`src/pkg/cop_port_pkg.sv`:
```
package cop_port_pkg;

    // Handshake codes shared by the decode and execute buses
    typedef enum logic [1:0] {
        HS_WAIT = 2'h0,
        HS_GO = 2'h1,
        HS_ABSENT = 2'h2,
        HS_LAST = 2'h3
    } handshake_t;

    // Outcome of one coprocessor instruction as seen by the core
    typedef enum logic [2:0] {
        RES_COMMIT = 3'h0,
        RES_SKIPPED = 3'h1,
        RES_UNDEF = 3'h2,
        RES_ABANDON = 3'h3,
        RES_CANCEL = 3'h4
    } result_t;

    localparam int WORD_W = 32;
    localparam int REG_FIELD_W = 4;

    // Instruction word fields
    localparam int CLASS_LSB = 24;
    localparam int CLASS_W = 4;
    localparam logic [3:0] CLASS_REG_OR_DATA = 4'hE;
    localparam int XFER_BIT = 4;
    localparam int LOAD_BIT = 20;
    localparam int PRIV_BIT = 5;
    localparam int LONG_BIT = 21;
    localparam int COPNUM_LSB = 8;
    localparam int CRN_LSB = 16;
    localparam int CRD_LSB = 12;
    localparam int CRM_LSB = 0;

    // Reset values
    localparam logic STROBE_N_RESET = 1'h1;
    localparam logic PRIV_N_RESET = 1'h1;
    localparam logic ADVANCE_RESET = 1'h0;

    // Timing counts and default coprocessor number
    localparam int LONG_OP_WAITS = 3;
    localparam logic [3:0] DEFAULT_COP_NUM = 4'h5;

endpackage

```
`src/pkg/cop_port_if.sv`:
```
`timescale 1ns/10ps
interface cop_port_if;
    import cop_port_pkg::*;

    logic cop_fetch_strobe_n;
    logic [WORD_W-1:0] cop_instruction_bus;
    logic cop_condition_pass;
    logic cop_late_cancel;
    logic [WORD_W-1:0] cop_write_data;
    logic privilege_indication_n;
    logic pipeline_advance_enable;
    handshake_t decode_handshake;
    handshake_t execute_handshake;
    logic [WORD_W-1:0] cop_read_data;

    modport device (
        output cop_fetch_strobe_n,
        output cop_instruction_bus,
        output cop_condition_pass,
        output cop_late_cancel,
        output cop_write_data,
        output privilege_indication_n,
        output pipeline_advance_enable,
        input decode_handshake,
        input execute_handshake,
        input cop_read_data
    );

    modport coproc (
        input cop_fetch_strobe_n,
        input cop_instruction_bus,
        input cop_condition_pass,
        input cop_late_cancel,
        input cop_write_data,
        input privilege_indication_n,
        input pipeline_advance_enable,
        output decode_handshake,
        output execute_handshake,
        output cop_read_data
    );

endinterface

```
`src/hdl/cop_issue_end.sv`:
```
`timescale 1ns/10ps
// Notes on behaviour
// - Several coprocessors merge handshakes: AND high, OR low
// - Strobe low marks instruction word entering decode
// - Next strobe low issues; pass high, sample decode answer
// - Later execute cycles sample execute answer; commit on last
// - Transfer to coprocessor drives write data in write stage
// - Read data sampled end of memory, written next cycle
// - Missing source data interlocks; coprocessor holds decode
// - Data operation is one execute cycle, pass when executed; here long or busy ones wait for more cycles
// - Late cancel terminates data operation, no state change
// - Coprocessor tracks privilege, may refuse user instructions
// - Only the decode answer at issue counts
// - Coprocessor stalls with wait answers as long as needed
// - Interrupt during busy execute also raises late cancel; here only in the first execute cycle, later pass just drops
// - Handshake codes: 10 absent, 00 wait, 01 go, 11 last
// - No coprocessor fitted ties both answers to absent
// - Late cancel only the cycle after first execute
// - Coprocessor commits only on pass with go or last
module cop_issue_end
    import cop_port_pkg::*;
(
    // Clock and reset
    input wire logic CORE_CLK,
    input wire logic RESET,
    // Instruction issue from the core
    input wire logic ISSUE_VALID,
    input wire logic [WORD_W-1:0] ISSUE_INSTR,
    input wire logic ISSUE_COND_PASS,
    output logic ISSUE_READY,
    // Source operand for transfers to the coprocessor
    input wire logic [WORD_W-1:0] SRC_DATA,
    input wire logic SRC_READY,
    // Core status
    input wire logic PRIVILEGED,
    input wire logic STALL,
    input wire logic INTERRUPT,
    input wire logic DATA_ABORT,
    // Completion
    output logic DONE,
    output result_t DONE_STATUS,
    output logic DEST_WRITE,
    output logic [WORD_W-1:0] DEST_DATA,
    // Coprocessor port
    cop_port_if.device port
);

    typedef enum logic [2:0] {
        ST_IDLE = 3'h0,
        ST_DEC = 3'h1,
        ST_EXEC = 3'h2,
        ST_BUSY = 3'h3,
        ST_MEM = 3'h4,
        ST_WRITE = 3'h5,
        ST_DROP = 3'h6
    } state_t;

    state_t state_q, state_d;
    result_t status_q, status_d, result_q, result_d;
    logic [WORD_W-1:0] instr_q, instr_d, bus_q, bus_d, src_q, src_d;
    logic [WORD_W-1:0] wdata_q, wdata_d, ddata_q, ddata_d;
    logic cond_q, cond_d, strobe_n_q, strobe_n_d, pass_q, pass_d;
    logic late_q, late_d, priv_n_q, priv_n_d, adv_q, adv_d;
    logic ready_q, ready_d, done_q, done_d, dwrite_q, dwrite_d;
    logic is_xfer, is_mcr, is_mrc;

    assign is_xfer = instr_q[XFER_BIT];
    assign is_mcr = is_xfer && !instr_q[LOAD_BIT];
    assign is_mrc = is_xfer && instr_q[LOAD_BIT];

    always_comb
    begin
        state_d = state_q;
        status_d = status_q;
        result_d = result_q;
        instr_d = instr_q;
        bus_d = bus_q;
        src_d = src_q;
        wdata_d = wdata_q;
        ddata_d = ddata_q;
        cond_d = cond_q;
        strobe_n_d = strobe_n_q;
        pass_d = pass_q;
        late_d = late_q;
        done_d = 1'b0;
        dwrite_d = 1'b0;
        adv_d = !STALL;
        priv_n_d = PRIVILEGED;
        // The sequencer freezes while the advance enable on the port is low, though privilege
        // and ready keep tracking, so the follower and this end always step together
        if (adv_q)
        begin
            late_d = 1'b0;
            strobe_n_d = 1'b1;
            unique case (state_q)
                ST_IDLE:
                begin
                    if (ready_q && ISSUE_VALID)
                    begin
                        instr_d = ISSUE_INSTR;
                        cond_d = ISSUE_COND_PASS;
                        bus_d = ISSUE_INSTR;
                        strobe_n_d = 1'b0;
                        state_d = ST_DEC;
                    end
                end
                ST_DEC:
                begin
                    // Stay in decode with strobe high until the operand exists
                    if (!(is_mcr && !SRC_READY))
                    begin
                        strobe_n_d = 1'b0;
                        bus_d = '0;
                        pass_d = cond_q;
                        src_d = SRC_DATA;
                        state_d = ST_EXEC;
                    end
                end
                ST_EXEC:
                begin
                    pass_d = 1'b0;
                    if (!pass_q)
                    begin
                        // Failed condition: the decode answer is ignored
                        status_d = RES_SKIPPED;
                        done_d = 1'b1;
                        state_d = ST_IDLE;
                    end
                    else if (DATA_ABORT)
                    begin
                        late_d = 1'b1;
                        result_d = RES_CANCEL;
                        state_d = ST_DROP;
                    end
                    else
                    begin
                        unique case (port.decode_handshake)
                            HS_ABSENT:
                            begin
                                status_d = RES_UNDEF;
                                done_d = 1'b1;
                                state_d = ST_IDLE;
                            end
                            HS_WAIT:
                            begin
                                if (INTERRUPT)
                                begin
                                    late_d = 1'b1;
                                    result_d = RES_ABANDON;
                                    state_d = ST_DROP;
                                end
                                else
                                begin
                                    pass_d = 1'b1;
                                    state_d = ST_BUSY;
                                end
                            end
                            HS_GO:
                            begin
                                pass_d = 1'b1;
                                state_d = ST_BUSY;
                            end
                            HS_LAST:
                                state_d = ST_MEM;
                        endcase
                    end
                end
                ST_BUSY:
                begin
                    if (INTERRUPT && port.execute_handshake == HS_WAIT)
                    begin
                        // Pass drops so the follower abandons; a last answer already committed
                        pass_d = 1'b0;
                        result_d = RES_ABANDON;
                        state_d = ST_DROP;
                    end
                    else
                    begin
                        unique case (port.execute_handshake)
                            HS_ABSENT:
                            begin
                                pass_d = 1'b0;
                                status_d = RES_UNDEF;
                                done_d = 1'b1;
                                state_d = ST_IDLE;
                            end
                            HS_LAST:
                            begin
                                pass_d = 1'b0;
                                state_d = ST_MEM;
                            end
                            HS_WAIT, HS_GO:
                                state_d = ST_BUSY;
                        endcase
                    end
                end
                ST_MEM:
                begin
                    if (is_mrc)
                    begin
                        ddata_d = port.cop_read_data;
                        dwrite_d = 1'b1;
                    end
                    if (is_mcr)
                        wdata_d = src_q;
                    state_d = ST_WRITE;
                end
                ST_WRITE:
                begin
                    status_d = RES_COMMIT;
                    done_d = 1'b1;
                    state_d = ST_IDLE;
                end
                ST_DROP:
                begin
                    pass_d = 1'b0;
                    status_d = result_q;
                    done_d = 1'b1;
                    state_d = ST_IDLE;
                end
                default:
                    state_d = ST_IDLE;
            endcase
        end
        ready_d = (state_d == ST_IDLE) && !STALL;
    end

    always_ff @(posedge CORE_CLK or posedge RESET)
    begin
        if (RESET)
        begin
            state_q <= ST_IDLE;
            status_q <= RES_COMMIT;
            result_q <= RES_COMMIT;
            instr_q <= '0;
            bus_q <= '0;
            src_q <= '0;
            wdata_q <= '0;
            ddata_q <= '0;
            cond_q <= 1'b0;
            strobe_n_q <= STROBE_N_RESET;
            pass_q <= 1'b0;
            late_q <= 1'b0;
            priv_n_q <= PRIV_N_RESET;
            adv_q <= ADVANCE_RESET;
            ready_q <= 1'b0;
            done_q <= 1'b0;
            dwrite_q <= 1'b0;
        end
        else
        begin
            state_q <= state_d;
            status_q <= status_d;
            result_q <= result_d;
            instr_q <= instr_d;
            bus_q <= bus_d;
            src_q <= src_d;
            wdata_q <= wdata_d;
            ddata_q <= ddata_d;
            cond_q <= cond_d;
            strobe_n_q <= strobe_n_d;
            pass_q <= pass_d;
            late_q <= late_d;
            priv_n_q <= priv_n_d;
            adv_q <= adv_d;
            ready_q <= ready_d;
            done_q <= done_d;
            dwrite_q <= dwrite_d;
        end
    end

    assign port.cop_fetch_strobe_n = strobe_n_q;
    assign port.cop_instruction_bus = bus_q;
    assign port.cop_condition_pass = pass_q;
    assign port.cop_late_cancel = late_q;
    assign port.cop_write_data = wdata_q;
    assign port.privilege_indication_n = priv_n_q;
    assign port.pipeline_advance_enable = adv_q;
    assign ISSUE_READY = ready_q;
    assign DONE = done_q;
    assign DONE_STATUS = status_q;
    assign DEST_WRITE = dwrite_q;
    assign DEST_DATA = ddata_q;

endmodule

```
`src/flat_wrapper.sv`:
```
// flat-port wrapper written by rule: the top's interface ports become plain ports
module cop_issue_end_flat import cop_port_pkg::*;
  (CORE_CLK, RESET, ISSUE_VALID, ISSUE_INSTR, ISSUE_COND_PASS, ISSUE_READY, SRC_DATA, SRC_READY, PRIVILEGED, STALL, INTERRUPT, DATA_ABORT, DONE, DONE_STATUS, DEST_WRITE, DEST_DATA, port_cop_fetch_strobe_n, port_cop_instruction_bus, port_cop_condition_pass, port_cop_late_cancel, port_cop_write_data, port_privilege_indication_n, port_pipeline_advance_enable, port_decode_handshake, port_execute_handshake, port_cop_read_data);
  cop_port_if port_i ();
  input wire logic CORE_CLK;
  input wire logic RESET;
  input wire logic ISSUE_VALID;
  input wire logic [WORD_W-1:0] ISSUE_INSTR;
  input wire logic ISSUE_COND_PASS;
  output logic ISSUE_READY;
  input wire logic [WORD_W-1:0] SRC_DATA;
  input wire logic SRC_READY;
  input wire logic PRIVILEGED;
  input wire logic STALL;
  input wire logic INTERRUPT;
  input wire logic DATA_ABORT;
  output logic DONE;
  output result_t DONE_STATUS;
  output logic DEST_WRITE;
  output logic [WORD_W-1:0] DEST_DATA;
  output wire logic [$bits(port_i.cop_fetch_strobe_n)-1:0] port_cop_fetch_strobe_n;
  output wire logic [$bits(port_i.cop_instruction_bus)-1:0] port_cop_instruction_bus;
  output wire logic [$bits(port_i.cop_condition_pass)-1:0] port_cop_condition_pass;
  output wire logic [$bits(port_i.cop_late_cancel)-1:0] port_cop_late_cancel;
  output wire logic [$bits(port_i.cop_write_data)-1:0] port_cop_write_data;
  output wire logic [$bits(port_i.privilege_indication_n)-1:0] port_privilege_indication_n;
  output wire logic [$bits(port_i.pipeline_advance_enable)-1:0] port_pipeline_advance_enable;
  input wire logic [$bits(port_i.decode_handshake)-1:0] port_decode_handshake;
  input wire logic [$bits(port_i.execute_handshake)-1:0] port_execute_handshake;
  input wire logic [$bits(port_i.cop_read_data)-1:0] port_cop_read_data;
  assign port_cop_fetch_strobe_n = port_i.cop_fetch_strobe_n;
  assign port_cop_instruction_bus = port_i.cop_instruction_bus;
  assign port_cop_condition_pass = port_i.cop_condition_pass;
  assign port_cop_late_cancel = port_i.cop_late_cancel;
  assign port_cop_write_data = port_i.cop_write_data;
  assign port_privilege_indication_n = port_i.privilege_indication_n;
  assign port_pipeline_advance_enable = port_i.pipeline_advance_enable;
  assign port_i.decode_handshake = port_decode_handshake;
  assign port_i.execute_handshake = port_execute_handshake;
  assign port_i.cop_read_data = port_cop_read_data;
  cop_issue_end u_core (.CORE_CLK(CORE_CLK), .RESET(RESET), .ISSUE_VALID(ISSUE_VALID), .ISSUE_INSTR(ISSUE_INSTR), .ISSUE_COND_PASS(ISSUE_COND_PASS), .ISSUE_READY(ISSUE_READY), .SRC_DATA(SRC_DATA), .SRC_READY(SRC_READY), .PRIVILEGED(PRIVILEGED), .STALL(STALL), .INTERRUPT(INTERRUPT), .DATA_ABORT(DATA_ABORT), .DONE(DONE), .DONE_STATUS(DONE_STATUS), .DEST_WRITE(DEST_WRITE), .DEST_DATA(DEST_DATA), .port(port_i));
endmodule
```
`config.mk`:
```
export PLATFORM = sky130hd
export DESIGN_NAME = cop_issue_end_flat
export DESIGN_NICKNAME = d
export VERILOG_FILES = /design/src/pkg/cop_port_pkg.sv /design/src/pkg/cop_port_if.sv /design/src/hdl/cop_issue_end.sv /design/src/flat_wrapper.sv
export SDC_FILE = /design/constraint.sdc
export NUM_CORES = 1
export LEC_CHECK = 0
export BUFFER_PORTS_ARGS = -buffer_cell sky130_fd_sc_hd__buf_2
export CAP_MARGIN = 30
export CORE_MARGIN = 3
export CORE_UTILIZATION = 51
export DETAILED_ROUTE_END_ITERATION = 10
export GPL_TIMING_DRIVEN = 0
export HOLD_SLACK_MARGIN = 0.12
export PLACE_DENSITY = 0.81
export SLEW_MARGIN = 10
export SYNTH_ARGS = -nofsm -noshare
export SYNTH_HDL_FRONTEND = slang
export SYNTH_SLANG_ARGS = --single-unit
export TNS_END_PERCENT = 10
```
`constraint.sdc`:
```
create_clock -name CORE_CLK -period 9.5 [get_ports CORE_CLK]
set_clock_uncertainty 0.1 [all_clocks]
set_input_delay 1.9 -clock CORE_CLK [delete_from_list [all_inputs] [get_ports CORE_CLK]]
set_output_delay 1.9 -clock CORE_CLK [all_outputs]
set_load 0.02 [all_outputs]
```
# Yosys cells after proc, flatten, opt, wreduce, memory -nomap -nowiden
# Cells that the tools add are included.
word_totals:
  wordCells: 120
  regBits: 167
  input_bits: 109
  out_inout_bits: 107
op_classes:
  n_reduce_logical: 28
  muxes: 51
  bitwise: 1
  n_eq_ne: 23
ops:
  columns: ["operator", "n"]
  rows:
  - ["32-bit two-way mux", 2]
  - ["32-bit one-hot mux with 2 select lines", 1]
  - ["3-bit two-way mux", 17]
  - ["3-bit one-hot mux with 4 select lines", 2]
  - ["1-bit two-way mux", 22]
  - ["3-bit one-hot mux with 5 select lines", 1]
  - ["3-bit AND reduction", 4]
  - ["6-bit AND reduction", 2]
  - ["3-bit == test (second input constant)", 3]
  - ["3-bit != test (second input constant)", 3]
  - ["3-bit one-hot mux with 3 select lines", 1]
  - ["2-bit == test (second input constant)", 4]
  - ["2-bit by 1-bit != test with 1-bit output (second input constant)", 4]
  - ["4-bit AND reduction", 2]
  - ["4-bit nonzero test", 2]
  - ["3-bit by 2-bit == test with 1-bit output (second input constant)", 2]
  - ["1-bit logical AND", 6]
  - ["3-bit zero test", 2]
  - ["3-bit by 2-bit != test with 1-bit output (second input constant)", 2]
  - ["3-bit one-hot mux with 2 select lines", 1]
  - ["2-bit OR reduction", 3]
  - ["2-bit by 1-bit == test with 1-bit output (second input constant)", 2]
  - ["2-bit zero test", 2]
  - ["2-bit != test (second input constant)", 2]
  - ["7 further kinds", 11]

# Longest topological paths before layout
# Gate-level depths: netlist of the first run.
logic_depth:
  word_depth: 8
  ltp_mapped: 7
  depth_no_buf: 4

# Worst setup path before layout of the first run
# OpenSTA, ideal clock, no wires.
synth_timing:
  path_type: "input to register"
  startpoint: "input SRC_READY"
  endpoint: "register u_core.src_q[0]"
  setup_slack_ns: 6.219
  t_arrival_ns: 3.056
  required_time_ns: 9.275
  path_buffers: 1
  path_stages: 5
  cell_sequence: "or3b_2 -> nor2b_4 -> nand2_4 -> buf_6 -> mux2_4"
synth_between:
  elab_chain_cells: 4
synth_lines:
  columns: ["element", "line_no", "text"]
  rows:
  - ["start: declaration", "flat_wrapper.sv:12", "input wire logic SRC_READY;"]
  - ["1-bit zero test", "cop_issue_end.sv:110", "if (!(is_mcr && !SRC_READY))"]
  - ["1-bit logical AND", "cop_issue_end.sv:110", null]
  - ["1-bit inverter (no source line)", null, null]
  - ["3-bit AND reduction (no source line)", null, null]
  - ["end signal: assignment", "cop_issue_end.sv:257", "src_q <= src_d;"]
  - ["end: declaration", "cop_issue_end.sv:60", "logic [WORD_W-1:0] instr_q, instr_d, bus_q, bus_d, src_q, src_d;"]
# No other way between the ends.
# A chain may end at the register's enable or synchronous reset.

# Final worst setup path of the first run
layout_timing:
  startpoint: "input port_decode_handshake[1]"
  endpoint: "register u_core.result_q[1]"
layout_between:
  elab_chain_cells: 3
layout_lines:
  columns: ["element", "line_no", "text"]
  rows:
  - ["start: declaration", "flat_wrapper.sv:28", "input wire logic [$bits(port_i.decode_handshake)-1:0] port_decode_handshake;"]
  - ["2-bit zero test", "cop_issue_end.sv:137", "unique case (port.decode_handshake)"]
  - ["3-bit by 2-bit != test with 1-bit output (no source line)", null, null]
  - ["6-bit AND reduction (no source line)", null, null]
  - ["end signal: assignment", "cop_issue_end.sv:254", "result_q <= result_d;"]
  - ["end: declaration", "cop_issue_end.sv:59", "result_t status_q, status_d, result_q, result_d;"]
# No other way between the ends.

==> flow_metrics.tcl, run 1 <==
set metrics [dict create \
    status "finished clean" \
    wl_microns 14500 \
    r2r_start "u_core.state_q[0]" \
    combPwrFrac_pct 35.6 \
    cts_setup_buffers 0 \
    root_buffer "clkbuf_16" \
    ys.flop_type "dfrtp_1" \
    seq_power_share_pct 37.8 \
    p_per_area_nw_per_um2 337 \
    grt_pass1_vias 4664 \
    area_delta_synth_final_pct 31.4 \
    yosysTopAreaCell "dfrtp_1" \
    ctsHoldBuffers 0 \
    netSwitchingPower_uw 917 \
    wl_per_cell_microns 17.7 \
    antenna_found_initial 0 \
    cp.arrival_ps 3320 \
    holdPathEnd "u_core.port.cop_instruction_bus[27]" \
    initial_core_util_pct 53.1 \
    rsz0062_at_grt "false" \
    critPathMaxFanout 5 \
    layout.nets 769 \
    portBuffers 215 \
    r2r.worst_path.cells 5 \
    clk_pin_slew_ps 60 \
    synth_edf_count 0 \
    tritoncts "built" \
    setup.worst_path.class "in2reg" \
    synth-seq-area-share_pct 59.7 \
    drive_gt1_share_pct 60.9 \
    max_freq_mhz 319 \
    place_congestion 0.888 \
    rrSetupSlack_ps 7170 \
    grt_max_degree 87 \
    synth-seq-cells 147 \
    busiest_layer "met2" \
    final_cell_mix "buf_2 (228), dfrtp_1 (145), mux2_2 (74), nand4_1 (31), a21bo_2 (31)" \
    grtUsageMet2_pct 38.7 \
    vias_per_cell 5.43 \
    synth_top_cell_area_share_pct 58.8 \
    grt_pass1_wl_microns 22900 \
    internal_power_mw 1.81 \
    grt_overflow 0 \
    cts_max_level 4 \
    switching_share_pct 33.6 \
    die_y_microns 116 \
    leakage_nw 4.41 \
    finalCritPeriodShare_pct 33.0 \
    drc 0 \
    rows 39 \
    min_path_type "reg2reg" \
    clockBufferDepth 2 \
    synth_area_leaders "dfrtp_1 (59%), mux2_2 (14%), mux2_4 (7.3%)" \
    period_minus_slack_ps 3130 \
    critPathCaptureType "flop" \
    finalPower_mw 2.73 \
    yosysUniqueCellTypes 49 \
    met1_usage_pct 25.5 \
    hold_viol 0 \
    path_cells "buf_2 > nor3b_1 > o21ai_0 > a211oi_1 > mux2_2" \
    cpPeakStageDelay_ps 410 \
    grtUsageMet3_pct 6.32 \
    synth.avg_cell_area_sq_um 14.5 \
    whs_path_depth 1 \
    synth_nets 534 \
    num_vias 4438 \
    clockPowerShare_pct 26.6 \
    drt_iter0_markers 289 \
    async_reset_ff_share_pct 100 \
    cp.required_ps 9690 \
    die_area_sq_um 13400 \
    tightestPinTransition_ps 656 \
    coreArea_sq_um 11600 \
    clk_latency_ps 410 \
    cts_resized 0 \
    maxSlewHeadroom_pct 55.9 \
    hp-start "u_core.port.cop_instruction_bus[27]" \
    finalSetupTns_ps 0 \
    startpoint_type "input pin" \
    r2r_end "u_core.ISSUE_READY" \
    postRouteAntennaNets 0 \
    yosysWarnings 0 \
    synthesis.area_sq_um 6170 \
    drt_first_pass_iters 4 \
    hpwlAfterDp_microns 10700 \
    io_pins 216 \
    drv_cap 0 \
    grt_usage_pct 22.0 \
    max-vdd-ir-drop_v 0.000168 \
    die_w_microns 116 \
    final_common_cell "buf_2" \
    cts.sinks 147 \
    cp_slowest_cell "a211oi_1" \
    setup_viol 0 \
    cts_made_buffers 17 \
    slew_violations 0 \
    synthCells 425 \
]
[through the flow]
stage	cell area, sq um	setup WS [ps]	hold slack (ps)	utilization, %	instances
4_1_cts	8100	6360	384	69.8	816
6_report	8110	6370	380	69.8	817
3_3_place_gp	7420	2230	365	63.9	783
3_5_place_dp	7450	5960	371	64.2	784
2_1_floorplan	6170	3550	375	-	425
5_1_grt	8100	6280	391	69.8	816
[cells by family (layout without fill, tap and decap cells)]
kind of cell    after synthesis  count (layout)  synth area share [%]
buf+inv                      37             285                  3.06
flops                       147             147                  59.7
xor+xnor                      2               2                 0.284
other cells                   0               1                     0
compound gates               65              65                  8.87
simple gates                 69              69                  7.12
mux                         105             105                  21.0
[Yosys cell counts, types with 2 or more instances]
master,n
a21bo_2,31
buf_2,13
mux2_2,74
dfrtp_1,145
and3_1,3
buf_4,3
nor2b_1,5
nand4_1,31
mux2_4,30
clkbuf_1,10
nand2b_1,2
inv_1,6
a21oi_1,5
buf_1,2
nand3b_1,2
buf_6,3
dfstp_2,2
o211ai_1,3
xor2_1,2
nand2_1,11
o21ai_0,9
nor3b_1,5
a21o_1,2
[worst max path at each step]
stage | startpoint | endpoint | slack (ps) | depth (start not counted)
after floorplan | RESET | u_core.DEST_DATA[0] | 3550 | 1
after CTS | u_core.port.cop_fetch_strobe_n | port_cop_fetch_strobe_n | 6360 | 1
after global placement | RESET | u_core.port.cop_instruction_bus[12] | 2230 | 2
final | port_decode_handshake[1] | u_core.result_q[1] | 6370 | 5
after detailed placement | ISSUE_VALID | u_core.port.cop_instruction_bus[19] | 5960 | 6
after global routing | ISSUE_VALID | u_core.port.cop_instruction_bus[19] | 6280 | 6
[registers in the layout (all words and copies together) (netlist names), 2 cells and up]
name,flops
u_core.port.cop_instruction_bus,32
u_core.src_q,32
u_core.result_q,2
u_core.instr_q,2
u_core.port.cop_write_data,32
u_core.DEST_DATA,32
u_core.DONE_STATUS,3
u_core.state_q,3
[layer usage]
| metal | vias to the layer above | routed length, microns |
|---|---|---|
| met3 | 23 | 1200 |
| met2 | 201 | 7500 |
| met5 | - | 0 |
| met4 | 0 | 253 |
| li1 | 2026 | - |
| met1 | 2188 | 5530 |
[cell type report]
type	instances	area (sq um)
antenna	1	2.50
buffer	31	166
clock buffer	20	447
clock inverter	12	203
fill	828	3510
inverter	6	27.5
multi-input combinational	241	2300
sequential	147	3680
tap	143	179
timing repair buffer	216	1100
[power groups by stage]
stage	Combinational [mW]	Clock [mW]	Sequential [mW]
finish	0.972	0.726	1.03
global route	1.04	0.771	1.06
CTS	0.981	0.743	1.03
detailed placement	0.974	0	1.04
global placement	0.949	0	1.02
floorplan	0.441	0	1.24
[critical path: cells and delay by family]
kind,cells,cell delay (ps)
buf+inv,1,130
compound gates,2,550
mux,1,380
simple gates,1,370
Note: power is estimated with default switching activity, not from simulation.
==> run 2, diff against run 1 <==
ABC_AREA = 1   (was default)
CORE_UTILIZATION = 49   (was 51)
PLACE_DENSITY = 0.79   (was 0.81)
clock period = 2.9 ns   (was 9.5 ns; I/O delays follow)
==> flow_metrics.tcl, run 2 <==
set metrics [dict create \
    grt_pass1_vias 4991 \
    ys.flop_type "dfrtp_1" \
    clk_latency_ps 420 \
    grt_usage_pct 23.5 \
    yosysMostFrequentCell "nand2_1" \
    hpwlAfterDp_microns 11000 \
    synth-seq-cells 147 \
    final_cell_mix "buf_2 (223), nand2_1 (163), dfrtp_1 (145), inv_1 (81), o21ai_0 (62)" \
    hold-worst-slack_ps 160 \
    finalCritPeriodShare_pct 67.3 \
    cts_made_buffers 17 \
    critPathCaptureType "flop" \
    synth_area_leaders "dfrtp_1 (62%), nand2_1 (11%), o21ai_0 (5.3%)" \
    wl_per_cell_microns 14.2 \
    io_pins 216 \
    max_freq_mhz 513 \
    tritoncts "built" \
    postRouteAntennaNets 0 \
    rrSetupSlack_ps 950 \
    drc 0 \
    place_congestion 0.866 \
    drv_cap 0 \
    cp.required_ps 3080 \
    seqCellArea_sq_um 3680 \
    n_fill_cell 960 \
    multi_input_area_sq_um 1680 \
    clk_pin_slew_ps 60 \
    drt_first_pass_iters 4 \
    synth_edf_count 0 \
    startpoint_type "flop" \
    setup.worst_path.class "reg2reg" \
    synthCells 644 \
    cts_max_level 4 \
    final_core_util_pct 67.9 \
    die_w_microns 115 \
    tightestPinTransition_ps 530 \
    grt_overflow 0 \
    layout.nets 992 \
    synthTopCellsByCount "nand2_1 (163), dfrtp_1 (145), inv_1 (82)" \
    drt_iter0_markers 271 \
    layout_setup_ws_ps 949 \
    setup_viol 0 \
    initial_core_util_pct 50.5 \
    portBuffers 215 \
    coreArea_sq_um 11500 \
    synth-seq-area-share_pct 63.2 \
    finalPower_mw 9.22 \
    die_area_sq_um 13200 \
    final_common_cell "buf_2" \
    min_path_type "in2reg" \
    synthesis.area_sq_um 5820 \
    p_per_area_nw_per_um2 1180 \
    cts.sinks 147 \
    vias_per_cell 4.87 \
    period_minus_slack_ps 1950 \
    rsz0062_at_grt "false" \
    synth_top_cell_area_share_pct 62.3 \
    slew_violations 0 \
    hold_viol 0 \
    rows 39 \
    root_buffer "clkbuf_16" \
    synth_nets 753 \
    whs_path_depth 1 \
    critPathMaxFanout 10 \
    clockBufferDepth 2 \
    yosysWarnings 0 \
    max-vdd-ir-drop_v 0.000768 \
    antenna_cells 0 \
    area_delta_synth_final_pct 34.3 \
    maxSlewHeadroom_pct 64.6 \
    async_reset_ff_share_pct 100 \
    r2r.worst_path.cells 7 \
    leakage_nw 4.32 \
    cts_setup_buffers 0 \
    grt_pass1_wl_microns 23900 \
    synth.avg_cell_area_sq_um 9.04 \
    die_y_microns 115 \
    yosysUniqueCellTypes 25 \
    status "finished clean" \
    wl_microns 14700 \
    dp_slack_ps 813 \
    ctsHoldBuffers 1 \
    grt_max_degree 38 \
    cts_resized 0 \
    num_vias 5058 \
    yosysTopAreaCell "dfrtp_1" \
    antenna_found_initial 0 \
    drive_gt1_share_pct 30.4 \
    cp.arrival_ps 2140 \
]
==> run 2: cell types whose count changed after synthesis, moves of 14 or more <==
cell / before / now
a21bo_2: 31 / 0
a21oi_1: 5 / 39
inv_1: 6 / 82
mux2_2: 74 / 0
mux2_4: 30 / 0
nand2_1: 11 / 163
nand3_1: 0 / 40
nand4_1: 31 / 1
nor2_1: 1 / 50
o21ai_0: 9 / 62
o21ai_1: 0 / 14
==> run 2: layer usage <==
layer	track usage (%)	part of all wire [%]
met3	7.84	5.7
met5	0	0
met4	10.7	3.2
met2	37.9	50
met1	28.7	41
==> run 2: area by class of cell <==
cell class | instances | area share (%)
flip-flops and latches | 147 | 47.1
well taps | 143 | 2.29
repair buffers | 220 | 14.9
inverters | 87 | 4.23
plain buffers | 28 | 1.65
clock inverters | 11 | 2.66
clock buffers | 21 | 5.63
multi-input cells | 382 | 21.5
==> run 2: metrics by stage <==
step | area [sq um] | cells | TNS [ps]
6_report | 7820 | 1039 | 0
5_1_grt | 7820 | 1039 | 0
4_1_cts | 7820 | 1039 | 0
3_5_place_dp | 7160 | 1006 | 0
3_3_place_gp | 7080 | 1002 | -67590
2_1_floorplan | 5820 | 644 | 0
==> run 2: worst max-delay path, cell delays in order (launching register included) <==
cell and delay, ps:
dfrtp_1 440, nor2_1 160, inv_2 60, nor2_2 170, nand4_2 330, clkbuf_1 350, nand2_1 120, o21ai_0 90
==> run 2: path summary, 6_finish.rpt <==
path / startpoint / to
worst max-delay path: u_core.state_q[0] / u_core.port.cop_write_data[25]
worst min-delay path: PRIVILEGED / u_core.port.privilege_indication_n
worst max register to register: u_core.state_q[0] / u_core.port.cop_write_data[25]
worst min register to register: u_core.DEST_DATA[14] / u_core.DEST_DATA[14]
max in group asynchronous: RESET / u_core.port.cop_fetch_strobe_n
min in group asynchronous: RESET / u_core.port.cop_write_data[7]
==> run 2: logic make-up after synthesis <==
logic type,count (synthesis),share of synthesized area [%]
AOI/OAI and AO/OA,119,10.4
buffers and inverters,115,7.82
and+or+nand+nor,263,18.5
DFF,147,63.2
==> run 2: report_power, final <==
part | switching, mW | internal [mW] | leakage [nW]
registers | 0.460 | 3.01 | 1.76
logic | 2.23 | 1.11 | 2.24
clock network | 0.807 | 1.61 | 0.315
total | 3.50 | 5.72 | 4.32
==> run 3, diff against run 2 <==
clock period = 1.8 ns   (was 2.9 ns; I/O delays follow)
==> flow_metrics.tcl, run 3 (synthesis results as in run 2) <==
set metrics [dict create \
    finalPower_mw 15.6 \
    drc 0 \
    final_common_cell "buf_2" \
    clk_pin_slew_ps 60 \
    wl_microns 18500 \
    drive_gt1_share_pct 30.2 \
    layout.nets 1096 \
    antenna_found_initial 1 \
    n_fill_cell 737 \
    max_freq_mhz 561 \
    rows 39 \
    rsz0062_at_grt "true" \
    cts_made_buffers 17 \
    clk_latency_ps 430 \
    whs_path_depth 3 \
    grt_pass1_wl_microns 29100 \
    critPathMaxFanout 10 \
    final_core_util_pct 77.8 \
    tritoncts "built" \
    grt_pass1_vias 6058 \
    cts.sinks 147 \
    maxSlewHeadroom_pct 64.5 \
    initial_core_util_pct 50.5 \
    area_delta_synth_final_pct 54.0 \
    drv_cap 0 \
    grt_usage_pct 28.7 \
    r2r.worst_path.cells 8 \
    num_vias 5810 \
    min_path_type "in2reg" \
    status "finished clean" \
    dp_slack_ps -166 \
    final_cell_mix "buf_2 (224), nand2_1 (162), dfrtp_1 (144), dlygate4sd3_1 (99), inv_1 (80)" \
    finalCritPeriodShare_pct 99.0 \
    max-vdd-ir-drop_v 0.00136 \
    drt_first_pass_iters 5 \
    dp_cells 1006 \
    grt_overflow 0 \
    cts_max_level 4 \
    finalSetupTns_ps 0 \
    wl_per_cell_microns 16.1 \
    hold-worst-slack_ps 137 \
    die_w_microns 115 \
    root_buffer "clkbuf_16" \
    cp.arrival_ps 1970 \
    die_y_microns 115 \
    final_cell_area_sq_um 8960 \
    io_pins 216 \
    setup.worst_path.class "reg2reg" \
    cp.required_ps 1980 \
    grt_max_degree 38 \
    hpwlAfterDp_microns 11000 \
    die_area_sq_um 13200 \
    clockBufferDepth 2 \
    postRouteAntennaNets 0 \
    layout_setup_ws_ps 17.2 \
    hold_viol 0 \
    drt_iter0_markers 410 \
    critPathCaptureType "flop" \
    fin_cells 1144 \
    p_per_area_nw_per_um2 1740 \
    slew_violations 0 \
    coreArea_sq_um 11500 \
    tightestPinTransition_ps 532 \
    place_congestion 0.866 \
    startpoint_type "flop" \
    dpl_cell_area_sq_um 7160 \
    period_minus_slack_ps 1780 \
    setup_viol 0 \
    vias_per_cell 5.08 \
    portBuffers 215 \
    leakage_nw 4.80 \
]
## run 3: layout make-up
type / count / area [sq um] / share of cell area [%]
Inverter: 87 / 330 / 3.69
Timing Repair Buffer: 324 / 2200 / 24.6
Buffer: 28 / 173 / 1.93
Antenna cell: 1 / 2.50 / 0.0279
Sequential cell: 147 / 3680 / 41.1
Tap cell: 143 / 179 / 2.00
Clock buffer: 21 / 440 / 4.91
Multi-Input combinational cell: 382 / 1740 / 19.4
Clock inverter: 11 / 208 / 2.32
## run 3: what timing repair did
action	in CTS	in global routing
hold buffers	99	0
setup endpoints to repair	93	127
endpoints found under the hold margin	122	0
resized for setup	11	55
pin swaps	0	5
setup buffers	0	6
## run 3: report_power, final
part / switching [mW] / total, mW / internal, mW
logic: 3.91 / 6.00 / 2.09
registers: 0.811 / 5.66 / 4.85
clock network: 1.33 / 3.92 / 2.59
## run 3: critical path, cell delays in order (launching register included)
cell     delay [ps]
dfrtp_1         420
inv_2           150
nand3_2          90
nor2_2          140
nor2_1           80
nor3_4          220
buf_12          150
buf_4           180
o21ai_0         120
## run 3: final timing paths
path / start / endpoint / slack, ps
worst max-delay path: u_core.state_q[2] / u_core.port.cop_instruction_bus[16] / 20
worst min-delay path: SRC_DATA[14] / u_core.src_q[14] / 140
worst max register to register: u_core.state_q[2] / u_core.port.cop_instruction_bus[16] / 20
worst min register to register: u_core.DEST_DATA[8] / u_core.DEST_DATA[8] / 380
max in group asynchronous: RESET / u_core.port.cop_fetch_strobe_n / 320
min in group asynchronous: RESET / u_core.port.cop_write_data[7] / 430
## run 3: routing by layer
metal | share of wire, % | global-route usage, % | wire length [microns]
met5 | 0 | 0 | 0
met3 | 6.0 | 8.53 | 1100
met4 | 5.1 | 16.8 | 937
met2 | 52 | 49.7 | 9610
met1 | 37 | 31.2 | 6820
